--- config.mk ---
export PLATFORM = sky130hd
export DESIGN_NAME = vsgs_top
export DESIGN_NICKNAME = d
export VERILOG_FILES = /design/src/common/vsgs_pkg.sv /design/src/rtl/vsgs_top.sv
export SDC_FILE = /design/constraint.sdc
export NUM_CORES = 1
export LEC_CHECK = 0
export BUFFER_PORTS_ARGS = -buffer_cell sky130_fd_sc_hd__buf_2
export CAP_MARGIN = 10
export CORE_ASPECT_RATIO = 2
export CORE_UTILIZATION = 35
export DETAILED_ROUTE_END_ITERATION = 8
export GPL_TIMING_DRIVEN = 1
export PLACE_DENSITY_LB_ADDON = 0.15
export SLEW_MARGIN = 15
export SYNTH_ARGS = -nofsm -noshare
export SYNTH_HDL_FRONTEND = slang
export SYNTH_SLANG_ARGS = --single-unit
--- constraint.sdc ---
create_clock -name sys_clk -period 4.2 [get_ports sys_clk]
set_input_delay 0.84 -clock sys_clk [delete_from_list [all_inputs] [get_ports sys_clk]]
set_output_delay 0.84 -clock sys_clk [all_outputs]
set_load 0.02 [all_outputs]
--- src/common/vsgs_pkg.sv ---
// vector sequencer group sync: constants and carrier types
// assumes one 200 MHz clock and a plain strobe register port
//
// Overview of operation
// loop on jump while watched compare passes
// fail falls through past jump sequence
// seven sequences before jump prepare it
// domain compares touch only overall state
// overlapping domains raise an error event
// erase-program clears all conditional jumps
// program enters domains only linearly
// protocol start waits for selected edge
// protocol group mode ignores start command
// end sequence stops execution internally
// controller stops looping test before reading
// group acts as one large tester
// any member fail fails the group
// controller programs jumps identically everywhere
// commander starts, stops, reports pause/done
// controls go to commander, others member
// controller queries state after arming
// commander redistributes external clock on backplane
// export option drives front clock out
// recalibrate skew when group changes
// internal clocks set to same rate
// watched result latched before domain
`default_nettype none
package vsgs_pkg;
    localparam int VSGS_SEQ_W = 8;
    localparam int VSGS_JMP_N = 4;
    localparam int VSGS_PREP_LEN = 7;
    // register offsets
    localparam logic [3:0] VSGS_REG_CTRL = 4'h0;
    localparam logic [3:0] VSGS_REG_CMD = 4'h1;
    localparam logic [3:0] VSGS_REG_ENDSEQ = 4'h2;
    localparam logic [3:0] VSGS_REG_JMP = 4'h3;
    localparam logic [3:0] VSGS_REG_STATUS = 4'h4;
    localparam logic [3:0] VSGS_REG_SEQ = 4'h5;
    // command bits
    localparam int VSGS_CMD_START = 0;
    localparam int VSGS_CMD_STOP = 1;
    localparam int VSGS_CMD_HOLD = 2;
    localparam int VSGS_CMD_CONT = 3;
    localparam int VSGS_CMD_ARM = 4;
    localparam int VSGS_CMD_ERASE = 5;
    localparam int VSGS_CMD_CLRSTATE = 6;
    localparam int VSGS_CMD_ERRCLR = 7;
    localparam logic [15:0] VSGS_CTRL_RST = 16'h0000;
    localparam logic [VSGS_SEQ_W-1:0] VSGS_END_RST = 8'hFF;

    typedef enum logic [1:0] {
        VSGS_ROLE_SINGLE = 2'b00,
        VSGS_ROLE_COMMANDER = 2'b01,
        VSGS_ROLE_MEMBER = 2'b10,
        VSGS_ROLE_STST = 2'b11
    } vsgs_role_e;

    typedef enum logic [2:0] {
        VSGS_ST_IDLE = 3'b000,
        VSGS_ST_ARMED = 3'b001,
        VSGS_ST_RUN = 3'b010,
        VSGS_ST_HOLD = 3'b011,
        VSGS_ST_DONE = 3'b100
    } vsgs_state_e;

    typedef struct packed {
        logic valid;
        logic [VSGS_SEQ_W-1:0] at;
        logic [VSGS_SEQ_W-1:0] target;
    } vsgs_jump_s;

    typedef struct packed {
        logic step;
        logic [1:0] clk_sel;
        vsgs_role_e role;
    } vsgs_ctrl_s;
endpackage
`default_nettype wire

--- src/rtl/vsgs_top.sv ---
// vector sequencer control: jumps, start/stop protocol, grouping, clock select
// assumes vector memory and pin logic outside; compare results arrive per sequence tick
//
// Decided for this implementation: strobed register access and the register offsets.
`default_nettype none
module vsgs_top
    import vsgs_pkg::*;
(
    // clock and reset
    input wire logic sys_clk,
    input wire logic rst,
    // register port
    input wire logic [3:0] reg_addr,
    input wire logic [15:0] reg_wdata,
    input wire logic reg_wr,
    input wire logic reg_rd,
    output logic [15:0] reg_rdata,
    // sequence timing and compare from pin logic
    input wire logic seq_tick,
    input wire logic cmp_valid,
    input wire logic cmp_fail,
    // backplane and front clock pins
    input wire logic stst_start_pin,
    input wire logic stst_stop_pin,
    input wire logic clk10_edge_pin,
    input wire logic group_fail_pin,
    output logic group_fail_out,
    output logic group_fail_oe,
    input wire logic front_clk_pin,
    input wire logic ecl_clk_pin,
    output logic ecl_clk_out,
    output logic ecl_clk_oe,
    output logic seq_clk_out,
    // sequencer outputs
    output logic [VSGS_SEQ_W-1:0] seq_addr,
    output logic running,
    output logic hold_evt,
    output logic done_evt,
    output logic err_evt
);
    // ----------------------------------------------------------------
    // pin synchronisers
    // ----------------------------------------------------------------
    logic [5:0] sync1_r;
    logic [5:0] sync2_r;
    logic [5:0] sync3_r;
    always_ff @(posedge sys_clk) begin
        if (rst) begin
            sync1_r <= 6'h00;
            sync2_r <= 6'h00;
            sync3_r <= 6'h00;
        end else begin
            sync1_r <= {ecl_clk_pin, front_clk_pin, group_fail_pin, clk10_edge_pin, stst_stop_pin, stst_start_pin};
            sync2_r <= sync1_r;
            sync3_r <= sync2_r;
        end
    end
    logic stst_start_s;
    logic stst_stop_s;
    logic clk10_rise;
    logic peer_fail_s;
    assign stst_start_s = sync2_r[0];
    assign stst_stop_s = sync2_r[1];
    assign clk10_rise = sync2_r[2] & ~sync3_r[2];
    assign peer_fail_s = sync2_r[3];

    // ----------------------------------------------------------------
    // state
    // ----------------------------------------------------------------
    typedef struct packed {
        vsgs_ctrl_s ctrl;
        vsgs_state_e st;
        logic [VSGS_SEQ_W-1:0] endseq;
        logic [VSGS_SEQ_W-1:0] seq;
        vsgs_jump_s [VSGS_JMP_N-1:0] jmp;
        logic [1:0] jsel;
        logic jfail;
        logic latched;
        logic test_fail;
        logic stst_pend;
        logic err;
        logic hold_p;
        logic done_p;
        logic err_p;
        logic [15:0] rdata;
        logic fail_out;
        logic eclk;
        logic sclk;
        logic run;
        logic eoe;
    } vsgs_state_s;

    vsgs_state_s s_r;
    vsgs_state_s s_nxt;

    function automatic logic in_domain(input logic [VSGS_SEQ_W-1:0] q, input vsgs_jump_s j);
        logic [VSGS_SEQ_W:0] lo;
        lo = {1'b0, j.at} - (VSGS_SEQ_W+1)'(VSGS_PREP_LEN);
        return j.valid && ({1'b0, q} < {1'b0, j.at}) && ({1'b0, q} >= lo || lo[VSGS_SEQ_W]);
    endfunction

    function automatic logic overlap(input logic [VSGS_SEQ_W-1:0] a, input logic [VSGS_SEQ_W-1:0] b);
        logic [VSGS_SEQ_W:0] d;
        d = (a > b) ? ({1'b0, a} - {1'b0, b}) : ({1'b0, b} - {1'b0, a});
        return d <= (VSGS_SEQ_W+1)'(VSGS_PREP_LEN);
    endfunction

    logic wr_cmd;
    logic stst_mode;
    logic any_fail;
    logic [VSGS_JMP_N-1:0] hit;
    logic [VSGS_JMP_N-1:0] dom;
    logic [VSGS_JMP_N-1:0] clash;
    logic [VSGS_JMP_N-1:0] free_slot;

    genvar gi;
    generate
        for (gi = 0; gi < VSGS_JMP_N; gi++) begin : g_jmp
            assign hit[gi] = s_r.jmp[gi].valid && (s_r.jmp[gi].at == s_r.seq);
            // domain of seven
            assign dom[gi] = in_domain(s_r.seq, s_r.jmp[gi]);
            // overlap check
            assign clash[gi] = s_r.jmp[gi].valid && overlap(s_r.jmp[gi].at, reg_wdata[VSGS_SEQ_W-1:0]);
            assign free_slot[gi] = ~s_r.jmp[gi].valid;
        end
    endgenerate

    assign wr_cmd = reg_wr && (reg_addr == VSGS_REG_CMD);
    assign stst_mode = (s_r.ctrl.role == VSGS_ROLE_STST);
    // shared group fail
    assign any_fail = s_r.test_fail | peer_fail_s;

    always_comb begin
        s_nxt = s_r;
        s_nxt.hold_p = 1'b0;
        s_nxt.done_p = 1'b0;
        s_nxt.err_p = 1'b0;
        s_nxt.rdata = 16'h0000;
        s_nxt.fail_out = s_r.test_fail;
        // export front clock
        s_nxt.eclk = sync2_r[4];
        // clock select
        case (s_r.ctrl.clk_sel)
            2'b01: s_nxt.sclk = sync2_r[4];
            2'b10: s_nxt.sclk = sync2_r[5];
            default: s_nxt.sclk = seq_tick;
        endcase
        if (reg_wr && reg_addr == VSGS_REG_CTRL) begin
            s_nxt.ctrl = vsgs_ctrl_s'(reg_wdata[4:0]);
        end
        if (reg_wr && reg_addr == VSGS_REG_ENDSEQ) begin
            s_nxt.endseq = reg_wdata[VSGS_SEQ_W-1:0];
        end
        if (reg_wr && reg_addr == VSGS_REG_JMP) begin
            // overlap error
            if (|clash || ~|free_slot) begin
                s_nxt.err = 1'b1;
                s_nxt.err_p = 1'b1;
            end else begin
                for (int i = VSGS_JMP_N-1; i >= 0; i--) begin
                    if (free_slot[i]) begin
                        s_nxt.jsel = 2'(i);
                    end
                end
                s_nxt.jmp[s_nxt.jsel].valid = 1'b1;
                s_nxt.jmp[s_nxt.jsel].at = reg_wdata[VSGS_SEQ_W-1:0];
                s_nxt.jmp[s_nxt.jsel].target = reg_wdata[15:VSGS_SEQ_W];
            end
        end
        if (wr_cmd) begin
            // erase clears jumps
            if (reg_wdata[VSGS_CMD_ERASE]) begin
                for (int i = 0; i < VSGS_JMP_N; i++) begin
                    s_nxt.jmp[i].valid = 1'b0;
                end
            end
            if (reg_wdata[VSGS_CMD_CLRSTATE]) begin
                s_nxt.test_fail = 1'b0;
            end
            if (reg_wdata[VSGS_CMD_ERRCLR]) begin
                s_nxt.err = 1'b0;
            end
            if (reg_wdata[VSGS_CMD_ARM] && s_r.st != VSGS_ST_RUN) begin
                s_nxt.st = VSGS_ST_ARMED;
                s_nxt.seq = '0;
                s_nxt.latched = 1'b0;
                s_nxt.stst_pend = 1'b0;
            end
        end
        // compare results: set wins over clear
        if (cmp_valid && cmp_fail) begin
            s_nxt.test_fail = 1'b1;
        end
        // latch before domain
        if (cmp_valid && !(|dom) && !(|hit)) begin
            s_nxt.jfail = cmp_fail;
            s_nxt.latched = 1'b1;
        end
        // protocol start waits for clk10 edge
        if (stst_mode && s_r.st == VSGS_ST_ARMED && stst_start_s) begin
            s_nxt.stst_pend = 1'b1;
        end
        case (s_r.st)
            VSGS_ST_ARMED: begin
                // members ignore the start command
                // start command ignored in protocol mode
                if (!stst_mode && wr_cmd && reg_wdata[VSGS_CMD_START] && s_r.ctrl.role != VSGS_ROLE_MEMBER) begin
                    s_nxt.st = VSGS_ST_RUN;
                end else if (s_r.stst_pend && clk10_rise) begin
                    s_nxt.st = VSGS_ST_RUN;
                    s_nxt.stst_pend = 1'b0;
                end
            end
            VSGS_ST_RUN: begin
                // commander stop and hold
                if ((wr_cmd && reg_wdata[VSGS_CMD_STOP]) || (stst_mode && stst_stop_s)) begin
                    s_nxt.st = VSGS_ST_DONE;
                    s_nxt.done_p = 1'b1;
                end else if (wr_cmd && reg_wdata[VSGS_CMD_HOLD]) begin
                    s_nxt.st = VSGS_ST_HOLD;
                    s_nxt.hold_p = 1'b1;
                end else if (seq_tick) begin
                    // end sequence stops
                    if (s_r.seq == s_r.endseq) begin
                        s_nxt.st = VSGS_ST_DONE;
                        s_nxt.done_p = 1'b1;
                    end else begin
                        s_nxt.seq = s_r.seq + 1'b1;
                        for (int i = 0; i < VSGS_JMP_N; i++) begin
                            // take jump on pass, fall through on fail
                            if (hit[i] && !s_r.jfail) begin
                                s_nxt.seq = s_r.jmp[i].target;
                            end
                        end
                        if (s_r.ctrl.step) begin
                            s_nxt.st = VSGS_ST_HOLD;
                            s_nxt.hold_p = 1'b1;
                        end
                    end
                end
            end
            VSGS_ST_HOLD: begin
                if (wr_cmd && reg_wdata[VSGS_CMD_STOP]) begin
                    s_nxt.st = VSGS_ST_DONE;
                    s_nxt.done_p = 1'b1;
                end else if (wr_cmd && reg_wdata[VSGS_CMD_CONT]) begin
                    s_nxt.st = VSGS_ST_RUN;
                end
            end
            VSGS_ST_IDLE, VSGS_ST_DONE: begin
            end
            default: s_nxt.st = VSGS_ST_IDLE;
        endcase
        if (reg_rd) begin
            case (reg_addr)
                VSGS_REG_CTRL: s_nxt.rdata = {11'h000, s_r.ctrl};
                VSGS_REG_ENDSEQ: s_nxt.rdata = {8'h00, s_r.endseq};
                VSGS_REG_STATUS: s_nxt.rdata = {10'h000, s_r.err, any_fail, s_r.latched, s_r.st};
                VSGS_REG_SEQ: s_nxt.rdata = {8'h00, s_r.seq};
                default: s_nxt.rdata = 16'h0000;
            endcase
        end
        // registered copies of level outputs
        s_nxt.run = (s_nxt.st == VSGS_ST_RUN);
        s_nxt.eoe = (s_nxt.ctrl.clk_sel == 2'b01);
    end

    always_ff @(posedge sys_clk) begin
        if (rst) begin
            s_r <= '0;
            s_r.ctrl <= vsgs_ctrl_s'(VSGS_CTRL_RST[4:0]);
            s_r.endseq <= VSGS_END_RST;
        end else begin
            s_r <= s_nxt;
        end
    end

    assign reg_rdata = s_r.rdata;
    assign seq_addr = s_r.seq;
    assign running = s_r.run;
    assign hold_evt = s_r.hold_p;
    assign done_evt = s_r.done_p;
    assign err_evt = s_r.err_p;
    assign group_fail_out = s_r.fail_out;
    assign group_fail_oe = s_r.fail_out;
    assign ecl_clk_out = s_r.eclk;
    assign ecl_clk_oe = s_r.eoe;
    assign seq_clk_out = s_r.sclk;

    // ----------------------------------------------------------------
    // assertions
    // ----------------------------------------------------------------
    property p_end_stop;
        @(posedge sys_clk) disable iff (rst)
        (running && seq_tick && seq_addr == s_r.endseq && !wr_cmd && !stst_mode) |=> (done_evt && !running);
    endproperty
    a_end_stop: assert property (p_end_stop) else $error("end sequence did not stop");

    property p_erase;
        @(posedge sys_clk) disable iff (rst)
        (wr_cmd && reg_wdata[VSGS_CMD_ERASE]) |=> (&free_slot);
    endproperty
    a_erase: assert property (p_erase) else $error("erase left a jump");

    property p_overlap;
        @(posedge sys_clk) disable iff (rst)
        (reg_wr && reg_addr == VSGS_REG_JMP && |clash) |=> (err_evt && s_r.err);
    endproperty
    a_overlap: assert property (p_overlap) else $error("overlap not flagged");

    property p_pass_jump;
        @(posedge sys_clk) disable iff (rst)
        (running && seq_tick && hit[0] && !s_r.jfail && seq_addr != s_r.endseq && !wr_cmd && !stst_mode)
        |=> seq_addr == $past(s_r.jmp[0].target);
    endproperty
    a_pass_jump: assert property (p_pass_jump) else $error("jump not taken");

    property p_fail_fall;
        @(posedge sys_clk) disable iff (rst)
        (running && seq_tick && hit[0] && s_r.jfail && seq_addr != s_r.endseq && !wr_cmd && !stst_mode)
        |=> seq_addr == $past(seq_addr) + 1'b1;
    endproperty
    a_fail_fall: assert property (p_fail_fall) else $error("fail took jump");

    property p_latch_hold;
        @(posedge sys_clk) disable iff (rst)
        (|dom) |=> (s_r.jfail == $past(s_r.jfail));
    endproperty
    a_latch_hold: assert property (p_latch_hold) else $error("latched result moved");

    property p_no_cmd_start;
        @(posedge sys_clk) disable iff (rst)
        (stst_mode && s_r.st == VSGS_ST_ARMED && !s_r.stst_pend) |=> !running;
    endproperty
    a_no_cmd_start: assert property (p_no_cmd_start) else $error("protocol mode started early");

    property p_stst_edge;
        @(posedge sys_clk) disable iff (rst)
        (stst_mode && s_r.st == VSGS_ST_ARMED && !clk10_rise) |=> !running;
    endproperty
    a_stst_edge: assert property (p_stst_edge) else $error("protocol start off the clock edge");

    property p_group_fail;
        @(posedge sys_clk) disable iff (rst)
        (cmp_valid && cmp_fail) |=> s_r.test_fail ##1 group_fail_out;
    endproperty
    a_group_fail: assert property (p_group_fail) else $error("fail not recorded");
endmodule
`default_nettype wire

* Word level (Yosys, flattened, before mapping)
Index checks and enable logic that the tools add are counted.
** Cells by class
- Bitwise gates (word level) :: 11
- Mux-type cells :: 77
- $lt $le $gt $ge :: 18
- Add/subtract/negate cells :: 13
- Reductions and logical operators :: 67
- Equality and inequality tests :: 21
** Operators with widths (number)
- $bwmux 68 :: 3
- $mux 70 :: 2
- $demux 17 s2 :: 3
- $mux 8 :: 11
- $sub 8x8->9 :: 8
- $mux 9 :: 5
- $eq 8x8->1 :: 5
- $logic_and 1x1->1 :: 39
- $ge 8x9->1 :: 4
- $le 9x3->1 const B :: 4
- $sub 8x3->9 const B :: 4
- $mux 3 :: 11
- $gt 8x8->1 :: 4
- $lt 8x8->1 :: 4
- $pmux 8 s4 :: 1
- $mux 1 :: 27
- $mux 17 :: 1
- $mux 16 :: 1
- $reduce_or 4->1 :: 4
- $mux 2 :: 7
- $pmux 3 s4 :: 1
- $eq 3x2->1 const B :: 3
- $not 1->1 :: 9
- $add 8x1->8 const B :: 1
- other kinds (23) :: 45
** Word-level totals
- Input bits :: 33
- Output and inout port bits :: 33
- Bits in registers :: 138
- Logic and storage cells :: 243

* Depth between registers and ports, before layout
Gate-level depths: netlist of the first run.
- Depth after elaboration :: 24
- Depth in mapped cells :: 14
- Gate-level depth less buffers :: 12

* Least setup slack after synthesis of the first run
OpenSTA, ideal clock, no wires.
- Path kind :: in2reg
- Start :: in reg_wdata[1]
- End :: reg with a tool-made name
- Path buffers :: 2
- Path slack :: 0.700 ns
- Required time :: 4.128 ns
- Stages :: 12
- Data arrival time :: 3.428 ns
- Setup time :: 0.072 ns
- Path through :: inv_1 ha_1 nor2b_1 o221a_1 or4_1 a31oi_1 xnor2_1 o311a_1 buf_6 nand4_4 buf_6 mux2i_1
** RTL lines
- from (decl) :: line vsgs_top.sv:14 : input wire logic [15:0] reg_wdata,

==> impl_metrics.sql, run 1 <==
INSERT INTO impl_metrics (metric_group, metric, value, unit) VALUES
('status', 'violated_checks', 'DRC', ''),
('timing', 'final.setup_skew', '0.00657', 'ns'),
('die', 'start_util', '35.5', '%'),
('power_and_ir_drop', 'flop_pwr_share', '38.7', '%'),
('detailed_routing', 'drt_first_pass_iters', '8', ''),
('finish', 'antenna-diode-count', '0', ''),
('power_and_ir_drop', 'power_switching_share', '24.9', '%'),
('power_and_ir_drop', 'net-switching-power', '786', 'µW'),
('placement', 'place.gp.congestion', '0.973', ''),
('finish', 'area_growth_syn_to_layout', '12.6', '%'),
('clock_tree', 'htree_levels', '4', ''),
('finish', 'final.fill_count', '3023', ''),
('timing', 'maximum_operating_frequency', '0.252', 'GHz'),
('clock_tree', 'cts_tree', 'built', ''),
('critical_path', 'worst-path-buf-inv', '1', ''),
('clock_tree', 'clk-insertion-delay-late', '0.42', 'ns'),
('synth', 'synth-edff-count', '0', ''),
('detailed_routing', 'route.vias.total', '9584', ''),
('clock_tree', 'cts_repair_resize_count', '0', ''),
('critical_path', 'cp_max_fo', '3', ''),
('placement', 'postPlaceCellArea', '11400', 'µm²'),
('clock_tree', 'cts-hold-fix-buffers', '0', ''),
('timing', 'rsz_0062_raised_after_global_routing', 'no', ''),
('detailed_routing', 'vias_cell', '5.56', ''),
('synth', 'ys_seq_area_share', '23.6', '%'),
('critical_path', 'setup.worst_path.end_class', 'flop', ''),
('placement', 'placement.io_buffers', '57', ''),
('synth', 'ys_ff_latch', '126', ''),
('critical_path', 'setup.reg_to_reg.worst_slack', '0.24', 'ns'),
('critical_path', 'crit_path_end', 's_r[28]$_SDFFE_PP0P_', ''),
('critical_path', 'critical_path_required', '4.55', 'ns'),
('finish', 'fin_nets', '1518', ''),
('die', 'die-height', '249', 'µm'),
('critical_path', 'worst-path-stages', '12', ''),
('finish', 'multi_input_area', '7420', 'µm²'),
('power_and_ir_drop', 'p_int', '2370', 'µW'),
('clock_tree', 'post_cts.repair.setup_buffers', '0', ''),
('grt', 'track_usage', '24.2', '%'),
('placement', 'dp_hpwl', '29.7', 'mm'),
('grt', 'antenna_found_initial', '0', ''),
('grt', 'first_global_vias', '9664', ''),
('die', 'rows', '90', ''),
('clock_tree', 'cts_buffers', '17', ''),
('power_and_ir_drop', 'power_density', '262', 'nW/µm²'),
('grt', 'grt_pass1_wl', '56.4', 'mm'),
('job', 'max-cap-violations', '0', ''),
('finish', 'area.sequential', '2520', 'µm²'),
('timing', 'final_period_minus_worst_setup_slack', '3.96', 'ns'),
('detailed_routing', 'detail_route.iter0.violations', '704', ''),
('critical_path', 'critical_path.slowest_cell', 'sky130_fd_sc_hd__a2111oi_0', ''),
('synth', 'ys_async_rst_share', '0', '%'),
('synth', 'average_size_of_a_mapped_cell', '8.28', 'µm²'),
('clock_tree', 'path_clk_slew', '0.06', 'ns'),
('clock_tree', 'root_buffer', 'sky130_fd_sc_hd__clkbuf_16', ''),
('critical_path', 'start_kind', 'flop', ''),
('timing', 'slew_viol_final', '0', ''),
('detailed_routing', 'drt.antenna.violating_nets', '0', ''),
('die', 'core_area', '30100', 'µm²'),
('detailed_routing', 'drc', '1', ''),
('critical_path', 'crit_path_max_incr_delay', '0.90', 'ns'),
('timing', 'slew_headroom', '31.8', '%'),
('clock_tree', 'clk_path_buf_depth', '2', ''),
('power_and_ir_drop', 'irDropWorstVdd', '0.000422', 'V'),
('synth', 'syn-cell-area', '10700', 'µm²'),
('timing', 'whs', '0.434', 'ns'),
('timing', 'fin_crit_sh', '94.4', '%'),
('timing', 'worst-slew-pin-transition', '0.998', 'ns'),
('finish', 'drive_gt1_share', '11.3', '%'),
('status', 'result_of_the_run', 'finished, violations left', ''),
('timing', 'hold_violations', '0', ''),
('die', 'die_width', '126', 'µm');
[layer usage]
metal	part of all wire (%)	wire length, µm	global-route usage (%)
met1	36	13500	23.4
met2	54	20500	46.8
met3	2.5	951	2.58
met4	7.2	2700	16.9
met5	0	0	0
[placed cells by master (no fill, tap or decap), types with 21 or more instances in the layout]
cell type	n
sky130_fd_sc_hd__buf_2	56
sky130_fd_sc_hd__buf_4	55
sky130_fd_sc_hd__nor2_1	67
sky130_fd_sc_hd__nand2b_1	105
sky130_fd_sc_hd__nand3_1	29
sky130_fd_sc_hd__mux2i_1	86
sky130_fd_sc_hd__o21ai_0	64
sky130_fd_sc_hd__nor3_1	21
sky130_fd_sc_hd__inv_1	83
sky130_fd_sc_hd__a21oi_1	88
sky130_fd_sc_hd__nand2_1	80
sky130_fd_sc_hd__dfxtp_1	126
sky130_fd_sc_hd__xnor2_1	39
sky130_fd_sc_hd__nor2b_1	36
sky130_fd_sc_hd__ha_1	135
[synthesized netlist by cell type, types with 29 or more instances]
cell	count	area (µm²)
sky130_fd_sc_hd__a21oi_1	88	440
sky130_fd_sc_hd__clkbuf_1	48	180
sky130_fd_sc_hd__dfxtp_1	126	2520
sky130_fd_sc_hd__ha_1	135	1690
sky130_fd_sc_hd__inv_1	83	312
sky130_fd_sc_hd__mux2i_1	86	861
sky130_fd_sc_hd__nand2_1	80	300
sky130_fd_sc_hd__nand2b_1	105	657
sky130_fd_sc_hd__nand3_1	29	145
sky130_fd_sc_hd__nor2_1	67	251
sky130_fd_sc_hd__nor2b_1	36	225
sky130_fd_sc_hd__o21ai_0	64	320
sky130_fd_sc_hd__xnor2_1	39	342
[how the worst min path moves through the flow]
stage                     cells after the start                     to  slack, ns                   from
after global placement                        1  sync2_r[4]$_SDFF_PP0_       0.42  sync1_r[4]$_SDFF_PP0_
final                                         1  sync2_r[5]$_SDFF_PP0_       0.43  sync1_r[5]$_SDFF_PP0_
after floorplan                               1  sync2_r[0]$_SDFF_PP0_       0.41  sync1_r[0]$_SDFF_PP0_
after detailed placement                      1  sync2_r[5]$_SDFF_PP0_       0.42  sync1_r[5]$_SDFF_PP0_
after global routing                          1  sync2_r[5]$_SDFF_PP0_       0.45  sync1_r[5]$_SDFF_PP0_
after CTS                                     1  sync2_r[5]$_SDFF_PP0_       0.43  sync1_r[5]$_SDFF_PP0_
[power groups by stage]
| stage | Combinational, µW | Clock (µW) | Sequential (µW) |
|---|---|---|---|
| CTS | 374 | 1580 | 1220 |
| finish | 375 | 1560 | 1220 |
| detailed placement | 373 | 0 | 1250 |
| floorplan | 240 | 0 | 1240 |
| global route | 407 | 1640 | 1220 |
| global placement | 371 | 0 | 1250 |
[through the flow]
stage	utilization (%)	total power (µW)	cells	setup TNS (ns)	worst slack [ns]
6_report	40.0	3150	1723	0	0.236
5_1_grt	40.0	3270	1723	0	0.0863
2_1_floorplan	-	1480	1298	0	0.700
4_1_cts	40.0	3180	1723	0	0.280
3_5_place_dp	38.0	1620	1691	-0.572	-0.0476
3_3_place_gp	38.0	1620	1691	-1.27	-0.0843
[cell families after synthesis]
group,count (synthesis),synth area share (%)
simple gates,420,21.5
compound gates,298,18.2
buf+inv,169,7.26
fa+ha+maj,143,17.3
flops,126,23.6
mux,88,8.27
xor+xnor,46,3.77
other cells,1,0.0351
[final cells by class]
type,instances,share of cell area (%)
Tap cell,368,3.83
Sequential cell,126,21.0
Clock inverter,11,1.36
Timing Repair Buffer,111,5.76
Inverter,83,2.59
Multi-Input combinational cell,1003,61.7
Clock buffer,21,3.83
Note: power is estimated with default switching activity, not from simulation.
==> run 2, diff against run 1 <==
- GPL_TIMING_DRIVEN: 1 -> 0
- REMOVE_ABC_BUFFERS: not set -> 1
==> run 2 against run 1 <==
Largest cell class unchanged. The run still ends with DRC left. Final cell count shrank 2.0%. Sequential share of layout area is 0.45 points higher. Die area unchanged.
==> impl_metrics.sql, run 2 (synthesis gave the netlist of run 1 again) <==
INSERT INTO impl_metrics (metric_group, metric, value, unit) VALUES
('status', 'result_of_the_run', 'finished, violations left', ''),
('status', 'violated_checks', 'DRC', ''),
('job', 'max-cap-violations', '0', ''),
('timing', 'fin_tns_setup', '0', 'ns'),
('timing', 'whs', '0.436', 'ns'),
('critical_path', 'critical_path_required', '4.49', 'ns'),
('finish', 'drive_gt1_share', '9.55', '%'),
('grt', 'globalRouteMet3Util', '2.71', '%'),
('timing', 'final.setup_skew', '0.00939', 'ns'),
('grt', 'use_met1', '21.7', '%'),
('finish', 'area.sequential', '2520', 'µm²'),
('grt', 'grt_pass1_wl', '54.1', 'mm'),
('critical_path', 'setup.reg_to_reg.worst_slack', '0.37', 'ns'),
('grt', 'grt_most_used_layer', 'met2', ''),
('die', 'ioPinCount', '66', ''),
('timing', 'fin_crit_sh', '96.7', '%'),
('die', 'rows', '90', ''),
('power_and_ir_drop', 'power_density', '249', 'nW/µm²'),
('timing', 'worst-slew-pin-transition', '1.10', 'ns'),
('timing', 'final_period_minus_worst_setup_slack', '4.06', 'ns'),
('clock_tree', 'htree_levels', '4', ''),
('finish', 'final.fill_count', '3110', ''),
('detailed_routing', 'drt_first_pass_iters', '9', ''),
('finish', 'fin_nets', '1483', ''),
('timing', 'rsz_0062_raised_after_global_routing', 'no', ''),
('timing', 'slew_viol_final', '0', ''),
('grt', 'total_global_routing_overflow', '0', ''),
('detailed_routing', 'drc', '1', ''),
('finish', 'multi_input_area', '7450', 'µm²'),
('grt', 'antenna_found_initial', '1', ''),
('clock_tree', 'cts_tree', 'built', ''),
('finish', 'area_growth_syn_to_layout', '10.3', '%'),
('finish', 'most-common-layout-cells', 'sky130_fd_sc_hd__ha_1, sky130_fd_sc_hd__dfxtp_1, sky130_fd_sc_hd__nand2b_1', ''),
('grt', 'grt_start_max_net_pins', '87', ''),
('die', 'core_area', '30100', 'µm²'),
('critical_path', 'setup.worst_path.end_class', 'flop', ''),
('timing', 'maximum_operating_frequency', '0.246', 'GHz'),
('grt', 'grt.met2_usage', '45.3', '%'),
('critical_path', 'arrival_time_of_the_worst_setup_path', '4.36', 'ns'),
('detailed_routing', 'drt.antenna.violating_nets', '0', ''),
('finish', 'layout_commonest_cell', 'sky130_fd_sc_hd__ha_1', ''),
('clock_tree', 'cts_buffers', '17', ''),
('critical_path', 'reg2reg_depth', '9', ''),
('clock_tree', 'clk-insertion-delay-late', '0.43', 'ns'),
('finish', 'antenna-diode-count', '0', ''),
('placement', 'place.gp.congestion', '0.870', ''),
('power_and_ir_drop', 'irDropWorstVdd', '0.000309', 'V'),
('clock_tree', 'path_clk_slew', '0.06', 'ns'),
('critical_path', 'regToRegStartpoint', 'seq_addr[0]$_SDFF_PP0_', ''),
('die', 'start_util', '35.5', '%'),
('clock_tree', 'root_buffer', 'sky130_fd_sc_hd__clkbuf_16', ''),
('clock_tree', 'clk_path_buf_depth', '2', ''),
('placement', 'dp_hpwl', '26.8', 'mm'),
('die', 'die_width', '126', 'µm'),
('grt', 'first_global_vias', '9647', ''),
('placement', 'placement.io_buffers', '57', ''),
('clock_tree', 'clkSinkCount', '126', ''),
('grt', 'track_usage', '22.9', '%'),
('die', 'die-area', '31300', 'µm²'),
('detailed_routing', 'vias_cell', '5.54', ''),
('critical_path', 'critical_path.startpoint', 'reg_wdata[4]', ''),
('timing', 'hold_violations', '0', ''),
('detailed_routing', 'overall_routed_net_length', '35.2', 'mm'),
('detailed_routing', 'detail_route.iter0.violations', '476', ''),
('detailed_routing', 'route.vias.total', '9348', ''),
('timing', 'slew_headroom', '25.6', '%'),
('critical_path', 'cp_max_fo', '14', ''),
('hold_path', 'hold_wc_path_type', 'reg -> reg', ''),
('power_and_ir_drop', 'power_leakage', '0.00520', 'µW'),
('detailed_routing', 'wire_per_inst', '20.9', 'µm'),
('critical_path', 'rr_endpoint', 'seq_addr[4]$_SDFF_PP0_', ''),
('critical_path', 'start_kind', 'primary input', ''),
('die', 'die-height', '249', 'µm'),
('timing', 'final-setup-viol-count', '0', ''),
('critical_path', 'crit_type', 'in -> reg', '');
-- run 2: final cells by class --
| type | instances | share of cell area (%) |
|---|---|---|
| Clock buffer | 20 | 3.79 |
| Sequential cell | 126 | 21.4 |
| Tap cell | 368 | 3.91 |
| Clock inverter | 12 | 0.754 |
| Inverter | 83 | 2.74 |
| Multi-Input combinational cell | 1003 | 63.3 |
| Timing Repair Buffer | 76 | 4.14 |
-- run 2: critical path, stage by stage --
cell	delay (ns)
sky130_fd_sc_hd__buf_2	0.29
sky130_fd_sc_hd__inv_1	0.30
sky130_fd_sc_hd__ha_2	0.57
sky130_fd_sc_hd__and3_1	0.22
sky130_fd_sc_hd__o21ai_0	0.24
sky130_fd_sc_hd__a32oi_2	0.36
sky130_fd_sc_hd__a2111oi_1	0.12
sky130_fd_sc_hd__o2111ai_1	0.39
sky130_fd_sc_hd__o311a_2	0.43
sky130_fd_sc_hd__nand4_1	0.18
sky130_fd_sc_hd__buf_4	0.25
sky130_fd_sc_hd__mux2i_1	0.13
-- run 2: metal layers --
metal	vias to the layer above	share of wire (%)	routed length, µm
met5	-	0.028	10
met1	4466	36	12600
met2	209	55	19500
li1	4585	-	-
met4	2	6.2	2200
met3	86	2.6	911
-- run 2: worst min path at each step --
stage / slack [ns] / startpoint / cells after the start / end
after floorplan: 0.41 / sync1_r[0]$_SDFF_PP0_ / 1 / sync2_r[0]$_SDFF_PP0_
after global routing: 0.46 / sync1_r[4]$_SDFF_PP0_ / 1 / sync2_r[4]$_SDFF_PP0_
after global placement: 0.42 / sync1_r[2]$_SDFF_PP0_ / 1 / sync2_r[2]$_SDFF_PP0_
final: 0.44 / sync1_r[4]$_SDFF_PP0_ / 1 / sync2_r[4]$_SDFF_PP0_
after CTS: 0.44 / sync1_r[3]$_SDFF_PP0_ / 1 / sync2_r[3]$_SDFF_PP0_
after detailed placement: 0.43 / sync1_r[3]$_SDFF_PP0_ / 1 / sync2_r[3]$_SDFF_PP0_
-- run 2: through the flow --
step	total power (µW)	cells	util (%)	setup WS (ns)	cell area, µm²
after global routing	3050	1688	39.2	0.00800	11800
after floorplan	1460	1212	-	0.466	10200
after global placement	1590	1637	36.6	-1.34	11000
final	2940	1688	39.2	0.138	11800
after CTS	2970	1685	39.1	0.0161	11700
after detailed placement	1600	1642	36.8	-1.40	11100
-- run 2: repair_timing --
| item | 4_1_cts | 5_1_grt |
|---|---|---|
| buffers inserted | 11 | 3 |
| gates resized for setup | 6 | 4 |
| hold buffers | 0 | 0 |
| endpoints found under the setup margin | 70 | 68 |
| pin swaps | 3 | 0 |
-- run 2: where the power goes --
group | internal, µW | total, µW | switching, µW
clock | 772 | 1350 | 583
sequential | 1210 | 1220 | 10.6
combinational | 133 | 364 | 231
total | 2110 | 2940 | 824
